File: config.mk
export PLATFORM = sky130hd
export DESIGN_NAME = esobj_top
export DESIGN_NICKNAME = d
export VERILOG_FILES = /design/src/core/esobj_pkg.sv /design/src/core/esobj_top.sv
export VERILOG_INCLUDE_DIRS = /design/src /design/src/core
export SDC_FILE = /design/constraint.sdc
export NUM_CORES = 1
export LEC_CHECK = 0
export ABC_AREA = 1
export BUFFER_PORTS_ARGS = -buffer_cell sky130_fd_sc_hd__buf_2
export CORE_UTILIZATION = 30
export CTS_CLUSTER_SIZE = 10
export DETAILED_ROUTE_END_ITERATION = 12
export PLACE_DENSITY = 0.59
export SETUP_SLACK_MARGIN = 0.05
export SLEW_MARGIN = 25
export SYNTH_ARGS = -nofsm -noshare
export SYNTH_HDL_FRONTEND = slang
export SYNTH_SLANG_ARGS = --single-unit
File: constraint.sdc
create_clock -name sys_clk_in -period 2.45 [get_ports sys_clk_in]
set_input_delay 0.245 -clock sys_clk_in [delete_from_list [all_inputs] [get_ports sys_clk_in]]
set_output_delay 0.245 -clock sys_clk_in [all_outputs]
set_load 0.01 [all_outputs]
File: src/core/esobj_defs.svh
// Constants for the error and status object bank
`ifndef ESOBJ_DEFS_SVH
`define ESOBJ_DEFS_SVH

`define ESOBJ_IDX_TYPE      16'h1000
`define ESOBJ_IDX_SUMMARY   16'h1001
`define ESOBJ_IDX_HISTORY   16'h1003
`define ESOBJ_SUB_COUNT     8'h00
`define ESOBJ_HIST_DEPTH    8
`define ESOBJ_HIST_TOP      8'h08

`define ESOBJ_KIND_BLDC     8'h02
`define ESOBJ_KIND_STEPPER  8'h04
`define ESOBJ_KIND_BOTH     8'h06
`define ESOBJ_PROFILE       16'h0192
`define ESOBJ_TYPE_TOP      8'h00

`define ESOBJ_BIT_GENERAL   0
`define ESOBJ_BIT_CURRENT   1
`define ESOBJ_BIT_SUPPLY    2
`define ESOBJ_BIT_TEMP      3
`define ESOBJ_BIT_LINK      4
`define ESOBJ_BIT_PROFILE   5
`define ESOBJ_BIT_UNUSED    6
`define ESOBJ_BIT_VENDOR    7
`define ESOBJ_SUMMARY_MASK  8'hBF

`define ESOBJ_SUMMARY_RST   8'h00
`define ESOBJ_COUNT_RST     8'h00
`define ESOBJ_COUNT_MAX     8'hFF
`define ESOBJ_HIST_RST      32'h00000000

`define ESOBJ_ABORT_NONE    32'h00000000
`define ESOBJ_ABORT_EMPTY   32'h08000024
`define ESOBJ_ABORT_RO      32'h06010002
`define ESOBJ_ABORT_NOOBJ   32'h06020000
`define ESOBJ_ABORT_NOSUB   32'h06090011
`define ESOBJ_ABORT_VALUE   32'h06090030

`endif

File: src/core/esobj_pkg.sv
// Types for the error and status object bank
`default_nettype none
package esobj_pkg;

  typedef struct packed {
    logic        write;
    logic [15:0] index;
    logic [7:0]  sub;
    logic [31:0] wdata;
  } esobj_req_t;

  typedef struct packed {
    logic        abort;
    logic [31:0] abort_code;
    logic [31:0] rdata;
  } esobj_rsp_t;

  typedef struct packed {
    logic [7:0]  cause;
    logic [7:0]  fclass;
    logic [15:0] code;
  } esobj_log_t;

endpackage
`default_nettype wire

File: src/core/esobj_top.sv
// Device type word, fault summary and fault history stack objects
`timescale 1ns/1ps
`include "esobj_defs.svh"
`default_nettype none

module esobj_top #(
  parameter logic [7:0] MOTOR_KIND = `ESOBJ_KIND_BOTH, // Arbitrary default kind
  parameter int         HIST_DEPTH = `ESOBJ_HIST_DEPTH
) (
  input  wire logic                  sys_clk_in,
  input  wire logic                  srst_in,
  input  wire logic                  req_valid_in,
  input  wire esobj_pkg::esobj_req_t req_in,
  input  wire logic [7:0]            fault_active_in,
  input  wire logic                  log_valid_in,
  input  wire esobj_pkg::esobj_log_t log_entry_in,
  output logic                       rsp_valid_out,
  output var esobj_pkg::esobj_rsp_t  rsp_out,
  output logic [7:0]                 fault_summary_out,
  output logic [7:0]                 fault_count_out
);

  ////////////////////////////////////////////////////////////////////////////
  // Fixed type word

  localparam logic [31:0] TYPE_WORD = {`ESOBJ_TYPE_TOP, MOTOR_KIND, `ESOBJ_PROFILE};

  ////////////////////////////////////////////////////////////////////////////
  // Fault summary

  logic [7:0] fault_summary;
  logic [7:0] next_summary;

  always_comb begin
    next_summary = fault_active_in & `ESOBJ_SUMMARY_MASK;
  end

  always_ff @(posedge sys_clk_in) begin
    if (srst_in) begin
      fault_summary <= `ESOBJ_SUMMARY_RST;
    end else begin
      fault_summary <= next_summary;
    end
  end

  assign fault_summary_out = fault_summary;

  ////////////////////////////////////////////////////////////////////////////
  // Fault history stack and count

  logic [31:0] hist       [HIST_DEPTH];
  logic [31:0] next_hist  [HIST_DEPTH];
  logic [7:0]  fault_count;
  logic [7:0]  next_count;
  logic [7:0]  count_base;
  logic        count_clear;
  logic [31:0] log_word;

  assign log_word = {log_entry_in.cause, log_entry_in.fclass, log_entry_in.code};

  genvar g;
  generate
    for (g = 0; g < HIST_DEPTH; g++) begin : g_hist
      if (g == 0) begin : g_head
        assign next_hist[g] = log_valid_in ? log_word : hist[g];
      end else begin : g_tail
        assign next_hist[g] = log_valid_in ? hist[g-1] : hist[g];
      end
    end
  endgenerate

  always_comb begin
    count_clear = req_valid_in && req_in.write
                  && (req_in.index == `ESOBJ_IDX_HISTORY)
                  && (req_in.sub == `ESOBJ_SUB_COUNT)
                  && (req_in.wdata == `ESOBJ_HIST_RST);
    count_base = count_clear ? `ESOBJ_COUNT_RST : fault_count;
    next_count = count_base;
    if (log_valid_in && (count_base != `ESOBJ_COUNT_MAX)) begin
      next_count = 8'(count_base + 8'h01);
    end
  end

  always_ff @(posedge sys_clk_in) begin
    if (srst_in) begin
      fault_count <= `ESOBJ_COUNT_RST;
      for (int i = 0; i < HIST_DEPTH; i++) begin
        hist[i] <= `ESOBJ_HIST_RST;
      end
    end else begin
      fault_count <= next_count;
      for (int i = 0; i < HIST_DEPTH; i++) begin
        hist[i] <= next_hist[i];
      end
    end
  end

  assign fault_count_out = fault_count;

  ////////////////////////////////////////////////////////////////////////////
  // Dictionary access

  esobj_pkg::esobj_rsp_t rsp;
  esobj_pkg::esobj_rsp_t next_rsp;
  logic                  rsp_valid;
  logic                  next_rsp_valid;

  always_comb begin
    next_rsp_valid      = req_valid_in;
    next_rsp.abort      = 1'b0;
    next_rsp.abort_code = `ESOBJ_ABORT_NONE;
    next_rsp.rdata      = 32'h00000000;
    if (req_valid_in) begin
      unique case (req_in.index)
        `ESOBJ_IDX_TYPE: begin
          if (req_in.sub != `ESOBJ_SUB_COUNT) begin
            next_rsp.abort      = 1'b1;
            next_rsp.abort_code = `ESOBJ_ABORT_NOSUB;
          end else if (req_in.write) begin
            next_rsp.abort      = 1'b1;
            next_rsp.abort_code = `ESOBJ_ABORT_RO;
          end else begin
            next_rsp.rdata = TYPE_WORD;
          end
        end
        `ESOBJ_IDX_SUMMARY: begin
          if (req_in.sub != `ESOBJ_SUB_COUNT) begin
            next_rsp.abort      = 1'b1;
            next_rsp.abort_code = `ESOBJ_ABORT_NOSUB;
          end else if (req_in.write) begin
            next_rsp.abort      = 1'b1;
            next_rsp.abort_code = `ESOBJ_ABORT_RO;
          end else begin
            next_rsp.rdata = {24'h000000, fault_summary};
          end
        end
        `ESOBJ_IDX_HISTORY: begin
          if (req_in.sub == `ESOBJ_SUB_COUNT) begin
            if (req_in.write && (req_in.wdata != `ESOBJ_HIST_RST)) begin
              next_rsp.abort      = 1'b1;
              next_rsp.abort_code = `ESOBJ_ABORT_VALUE;
            end else if (!req_in.write) begin
              next_rsp.rdata = {24'h000000, fault_count};
            end
          end else if (req_in.sub <= `ESOBJ_HIST_TOP) begin
            if (req_in.write) begin
              next_rsp.abort      = 1'b1;
              next_rsp.abort_code = `ESOBJ_ABORT_RO;
            end else if (fault_count == `ESOBJ_COUNT_RST) begin
              next_rsp.abort      = 1'b1;
              next_rsp.abort_code = `ESOBJ_ABORT_EMPTY;
            end else begin
              next_rsp.rdata = hist[3'(req_in.sub - 8'h01)];
            end
          end else begin
            next_rsp.abort      = 1'b1;
            next_rsp.abort_code = `ESOBJ_ABORT_NOSUB;
          end
        end
        default: begin
          next_rsp.abort      = 1'b1;
          next_rsp.abort_code = `ESOBJ_ABORT_NOOBJ;
        end
      endcase
    end
  end

  always_ff @(posedge sys_clk_in) begin
    if (srst_in) begin
      rsp_valid <= 1'b0;
      rsp       <= '0;
    end else begin
      rsp_valid <= next_rsp_valid;
      rsp       <= next_rsp;
    end
  end

  assign rsp_valid_out = rsp_valid;
  assign rsp_out       = rsp;
endmodule

`default_nettype wire

==> results.py, run 1 <==
metrics = {
    "final_layout": {
        "fin_area_um2": 15700,
        "nFillCells": 4614,
        "layoutNonFillerInstCount": 2435,
        "fin_nets": 1933,
        "drive_gt1_frac": 0.149,
        "multiInputGateArea_um2": 5430,
        "antenna_cells_inserted": 0,
        "regArea_um2": 6590,
        "area_growth_pct": 18.6,
    },
    "critical_path": {
        "cp-startpoint": "fault_count_out[6]",
        "cp.required_ns": 2.85,
        "cp-start-kind": "register",
        "cp.arrival_ns": 2.31,
        "path_class": "reg -> reg",
        "r2r-start": "fault_count_out[6]",
        "endpoint_kind": "register",
        "cp_max_fo": 10,
    },
    "floorplanning": {
        "core_region_area_um2": 43400,
        "io_pins": 183,
        "initial_core_util": 0.306,
        "die_h_um": 212,
        "die_area_um2": 45100,
        "die_w_um": 212,
        "fp-row-count": 76,
    },
    "synth": {
        "syn_area_um2": 13300,
        "ys_types": 37,
        "synth_warnings": 0,
        "synth_top_area_share": 0.424,
        "synth_edf_count": 32,
        "seq_area_frac_synth": 0.496,
        "synth_area_leaders": "dfxtp_1 (42%), o21ai_0 (16%), a21oi_1 (12%), edfxtp_1 (7.2%), inv_1 (4.7%)",
        "ys_ff_latch": 313,
        "postSynthAreaPerCell_um2": 7.71,
        "synthFlopType": "dfxtp_1",
        "postSynthCellCount": 1721,
        "synthArstFlopShare": 0,
        "synth_top_area_cell": "dfxtp_1",
    },
    "timing": {
        "post-route-period-util": 0.778,
        "post-route-min-period_ns": 1.91,
        "setup_tns_ns": 0,
        "tightest_slew_ns": 0.893,
        "hold_violations": 0,
        "slew_violations": 0,
        "relSlewSlack": 0.405,
        "setup_viol": 0,
        "rsz0062_at_grt": "false",
        "clock-skew-final_ns": 0.0194,
        "max_freq_mhz": 525,
    },
    "cts": {
        "clock_latency_ns": 0.54,
        "cts_buffer_depth": 3,
        "cts_root_buffer": "clkbuf_16",
        "cts-htree-levels": 2,
        "cts_resized": 0,
        "cts_tree": "built",
        "cts_made_buffers": 37,
        "cts_setup_buffers": 0,
        "clock-sinks": 313,
        "clk_pin_slew_ns": 0.06,
    },
    "job": {
        "cap_viol_max_count": 0,
    },
    "drt": {
        "routed_via_density": 4.85,
        "num_vias": 11800,
        "avgRoutedWirePerCell_um": 14.4,
        "ant_nets": 0,
        "drt_iter0_drc": 815,
        "drt_wl_total_um": 35100,
        "drc_errors": 0,
        "first_pass_iters": 7,
    },
    "global_route": {
        "grt_first_pass_wirelength_um": 56400,
        "antenna_found_initial": 1,
        "grt_overflow": 0,
        "grt_max_degree": 200,
        "grt_usage": 0.155,
        "grt_pass1_vias": 10800,
    },
    "place": {
        "dpl.cell_count": 2360,
        "placed_cell_area_um2": 14500,
        "gp_congestion": 0.821,
        "dp_hpwl_um": 21100,
        "portBuffers": 159,
    },
    "pwr": {
        "vdd_drop_max_v": 0.000438,
        "power_w": 0.0118,
        "power_leakage_nw": 6.31,
        "p_per_area_nw_per_um2": 748,
    },
    "status": {
        "status": "finished, final reports clean",
    },
    "min_path": {
        "hp-start": "log_entry_in[14]",
        "worstHoldPathType": "in -> reg",
    },
}
[cell usage after synthesis, types with 9 or more instances]
cell type / count
a21oi_1: 320
buf_1: 17
buf_2: 18
buf_4: 28
clkbuf_1: 91
dfxtp_1: 281
edfxtp_1: 32
inv_1: 166
mux2_2: 9
nand2_1: 87
nand3_1: 45
nor2_1: 152
o21ai_0: 418
[per-stage QoR]
step | hold slack (ns) | utilization | setup WS (ns)
after detailed placement | 0.454 | 0.335 | 0.158
after global placement | 0.450 | 0.335 | 0.187
after global routing | 0.0276 | 0.363 | 0.422
after floorplan | 0.352 | - | 0.0696
after CTS | 0.00228 | 0.363 | 0.533
final | 0.0170 | 0.363 | 0.544
[cell type report]
type                    count  area share
clock inverters             3     0.00262
repair buffers            205      0.0817
flip-flops and latches    313       0.418
well taps                 585      0.0465
clock buffers              56      0.0640
inverters                 173      0.0421
multi-input cells        1100       0.345
[logic make-up after synthesis]
kind of cell | share of synthesized area
AO/OA/AOI/OAI | 0.285
XOR/XNOR | 0.000660
adder cells (fa/ha/maj) | 0.00188
buffers and inverters | 0.104
flip-flops | 0.496
multiplexers | 0.00764
other | 0.000283
AND/OR/NAND/NOR | 0.104
[critical path: stages (launching register included)]
cell and delay [ns]:
dfxtp_1 0.33, inv_1 0.15, nand3_1 0.09, nor2_1 0.31, nor2_1 0.09, nand2_1 0.14, inv_2 0.08, nand2_2 0.23
buf_4 0.25, a21oi_1 0.10
[path summary, 6_finish.rpt]
check                      to  depth (start not counted)  slack (ns)
hold / removal    hist[0][14]                          3        0.02
setup / recovery  rsp_out[19]                          9        0.54
setup reg to reg  rsp_out[19]                          9        0.54
hold reg to reg   hist[5][27]                          2        0.46
[state kept, by name, summed over array words and instances, names as in the netlist]
name               count
fault_summary_out      7
rsp_valid_out          1
hist                 256
fault_count_out        8
rsp_out               41
[power by group]
group	switching [W]	internal [W]
clock	0.00208	0.00283
sequential	0.000129	0.00547
combinational	0.000820	0.000451
total	0.00303	0.00875
[layout by cell type, fill, tap and decap left out, types with 2 or more instances in the layout]
cell             n
a21oi_1        320
a31oi_1          6
buf_12           8
buf_2          157
buf_4           24
clkbuf_1        18
clkbuf_16       37
clkinv_8         2
conb_1          22
dfxtp_1        281
dlygate4sd3_1   16
edfxtp_1        32
ha_4             2
inv_1          163
inv_2            6
inv_6            2
mux2_2           9
nand2_1         87
nand2_2          6
nand2_4          2
nand3_1         45
nand3_2          4
nand4_1          2
nor2_1         151
nor2_2           4
nor2_4           7
nor3_1           3
o21ai_0        418
o21ai_1          3
[timing repair]
action | 4_1_cts | 5_1_grt
hold endpoints to repair | 16 | 0
setup endpoints to repair | 0 | 0
hold buffers | 16 | 0
[per-layer routing]
layer	GRT usage	share of wire	up-vias
met4	0.0590	0.029	2
met1	0.216	0.47	5504
li1	-	-	5965
met5	0	0.00020	-
met3	0.0233	0.046	66
met2	0.240	0.46	269
No activity file was read; power rests on OpenSTA's default activity.
==> inputs of run 2 (changes only) <==
--- a/config.mk
+++ b/config.mk
@@ -11,7 +11,7 @@
 export CORE_UTILIZATION = 30
 export CTS_CLUSTER_SIZE = 10
 export DETAILED_ROUTE_END_ITERATION = 12
-export PLACE_DENSITY = 0.59
+export PLACE_DENSITY = 0.57
 export SETUP_SLACK_MARGIN = 0.05
 export SLEW_MARGIN = 25
 export SYNTH_ARGS = -nofsm -noshare
==> constraint.sdc (replaced) <==
create_clock -name sys_clk_in -period 1.86 [get_ports sys_clk_in]
set_input_delay 0.186 -clock sys_clk_in [delete_from_list [all_inputs] [get_ports sys_clk_in]]
set_output_delay 0.186 -clock sys_clk_in [all_outputs]
set_load 0.01 [all_outputs]
==> results.py, run 2 (synthesized netlist as in run 1, its figures left out) <==
metrics = {
    "timing": {
        "setup_ws_ns": 0.161,
        "post-route-min-period_ns": 1.70,
        "tightest_slew_ns": 0.817,
        "relSlewSlack": 0.455,
        "max_freq_mhz": 589,
        "slew_violations": 0,
        "rsz0062_at_grt": "false",
        "hold_violations": 0,
        "clock-skew-final_ns": 0.0147,
        "post-route-period-util": 0.913,
        "setup_viol": 0,
    },
    "critical_path": {
        "path_class": "in -> reg",
        "endpoint_kind": "register",
        "cp-startpoint": "req_in[56]",
        "cp.arrival_ns": 2.11,
        "cp.required_ns": 2.27,
        "crit_end": "fault_count_out[3]",
        "reg2reg_to": "rsp_out[20]",
        "r2r_cells": 9,
        "cp_max_fo": 6,
        "cp-start-kind": "primary input",
        "r2r-start": "fault_count_out[6]",
        "rrSetupSlack_ns": 0.22,
    },
    "drt": {
        "avgRoutedWirePerCell_um": 14.6,
        "drc_errors": 0,
        "routed_via_density": 4.80,
        "first_pass_iters": 5,
        "drt_iter0_drc": 918,
        "ant_nets": 0,
        "drt_wl_total_um": 36200,
        "num_vias": 11900,
    },
    "global_route": {
        "grt_max_degree": 200,
        "grt_first_pass_wirelength_um": 58400,
        "grt_usage": 0.160,
        "grt_overflow": 0,
        "grt_pass1_vias": 11200,
        "antenna_found_initial": 0,
    },
    "cts": {
        "cts_root_buffer": "clkbuf_16",
        "cts_buffer_depth": 3,
        "cts-htree-levels": 2,
        "clock_latency_ns": 0.53,
        "clock-sinks": 313,
        "clk_pin_slew_ns": 0.05,
        "cts_setup_buffers": 0,
        "cts_made_buffers": 37,
        "cts_tree": "built",
    },
    "floorplanning": {
        "core_region_area_um2": 43400,
        "fp-row-count": 76,
        "initial_core_util": 0.306,
        "die_area_um2": 45100,
        "io_pins": 183,
        "die_w_um": 212,
        "die_h_um": 212,
    },
    "final_layout": {
        "antenna_cells_inserted": 0,
        "mostFrequentLayoutCells": "o21ai_0 (418), a21oi_1 (318), dfxtp_1 (281)",
        "largest_reg_flops": 256,
        "post-route-util": 0.373,
        "regMostFlops": "hist",
        "layout_commonest_cell": "o21ai_0",
        "drive_gt1_frac": 0.165,
        "nFillCells": 4540,
        "fin_nets": 1972,
        "area_growth_pct": 21.9,
    },
    "pwr": {
        "p_per_area_nw_per_um2": 968,
        "power_leakage_nw": 6.53,
        "vdd_drop_max_v": 0.000515,
    },
    "place": {
        "dp_hpwl_um": 22800,
        "portBuffers": 159,
        "gp_congestion": 0.825,
        "dp_slack_ns": -0.197,
    },
    "min_path": {
        "worstHoldPathType": "in -> reg",
    },
    "job": {
        "cap_viol_max_count": 0,
    },
    "status": {
        "status": "finished, final reports clean",
    },
}
## run 2: cell type report
class                      count  area, um^2  area share
inverter                     173         674      0.0417
tap                          585         732      0.0452
clock inverter                 1        8.76    0.000541
sequential                   313        6590       0.407
clock buffer                  59        1060      0.0656
timing repair buffer         244        1660       0.102
multi-input combinational   1100        5460       0.338
## run 2: power breakdown
group | internal, W | switching, W | total [W]
Combinational | 0.000643 | 0.00110 | 0.00174
Clock | 0.00388 | 0.00267 | 0.00655
Sequential | 0.00721 | 0.000173 | 0.00738
## run 2: stage by stage
| stage | hold WS [ns] | total power [W] | cell area [um^2] | TNS (ns) | cells |
|---|---|---|---|---|---|
| finish | 0.0183 | 0.0157 | 16200 | 0 | 2475 |
| global route | 0.0275 | 0.0164 | 16200 | 0 | 2475 |
| CTS | 0.00838 | 0.0158 | 16200 | 0 | 2475 |
| detailed placement | 0.394 | 0.00922 | 14800 | -2.22 | 2388 |
| global placement | 0.389 | 0.00918 | 14800 | -2.07 | 2388 |
| floorplan | 0.293 | 0.00865 | 13500 | -2.32 | 1742 |
## run 2: worst max-delay path, cell delays in order
cell	delay [ns]
dlygate4sd3_1	0.54
buf_2	0.15
nand3_2	0.07
nor2_4	0.04
nand2_4	0.08
clkinv_4	0.06
nor2_4	0.13
ha_4	0.14
nand2_1	0.06
inv_2	0.09
nand3_4	0.08
nor2_4	0.14
nand3_4	0.13
a21oi_1	0.16
nor2_1	0.05
## run 2: worst min-delay path by stage
stage	startpoint	end	slack (ns)	cells after the start
after floorplan	fault_active_in[0]	fault_summary_out[0]	0.29	2
after global placement	fault_active_in[3]	fault_summary_out[3]	0.39	3
after detailed placement	fault_active_in[2]	fault_summary_out[2]	0.39	3
after CTS	log_entry_in[24]	hist[0][24]	0.008	3
after global routing	log_entry_in[21]	hist[0][21]	0.03	3
final	log_entry_in[21]	hist[0][21]	0.02	3
## run 2: what timing repair did
action	in CTS	in global routing
endpoints found under the setup margin	0	25
hold buffers	27	0
hold endpoints to repair	27	0
resized for setup	0	7
## run 2: metal layers
layer | routed length (um) | share of wire | GRT usage | vias up
li1 | - | - | - | 6050
met1 | 17400 | 0.48 | 0.226 | 5536
met2 | 16900 | 0.47 | 0.257 | 237
met3 | 1360 | 0.037 | 0.0185 | 46
met4 | 601 | 0.017 | 0.0432 | 0
met5 | 0 | 0 | 0 | -
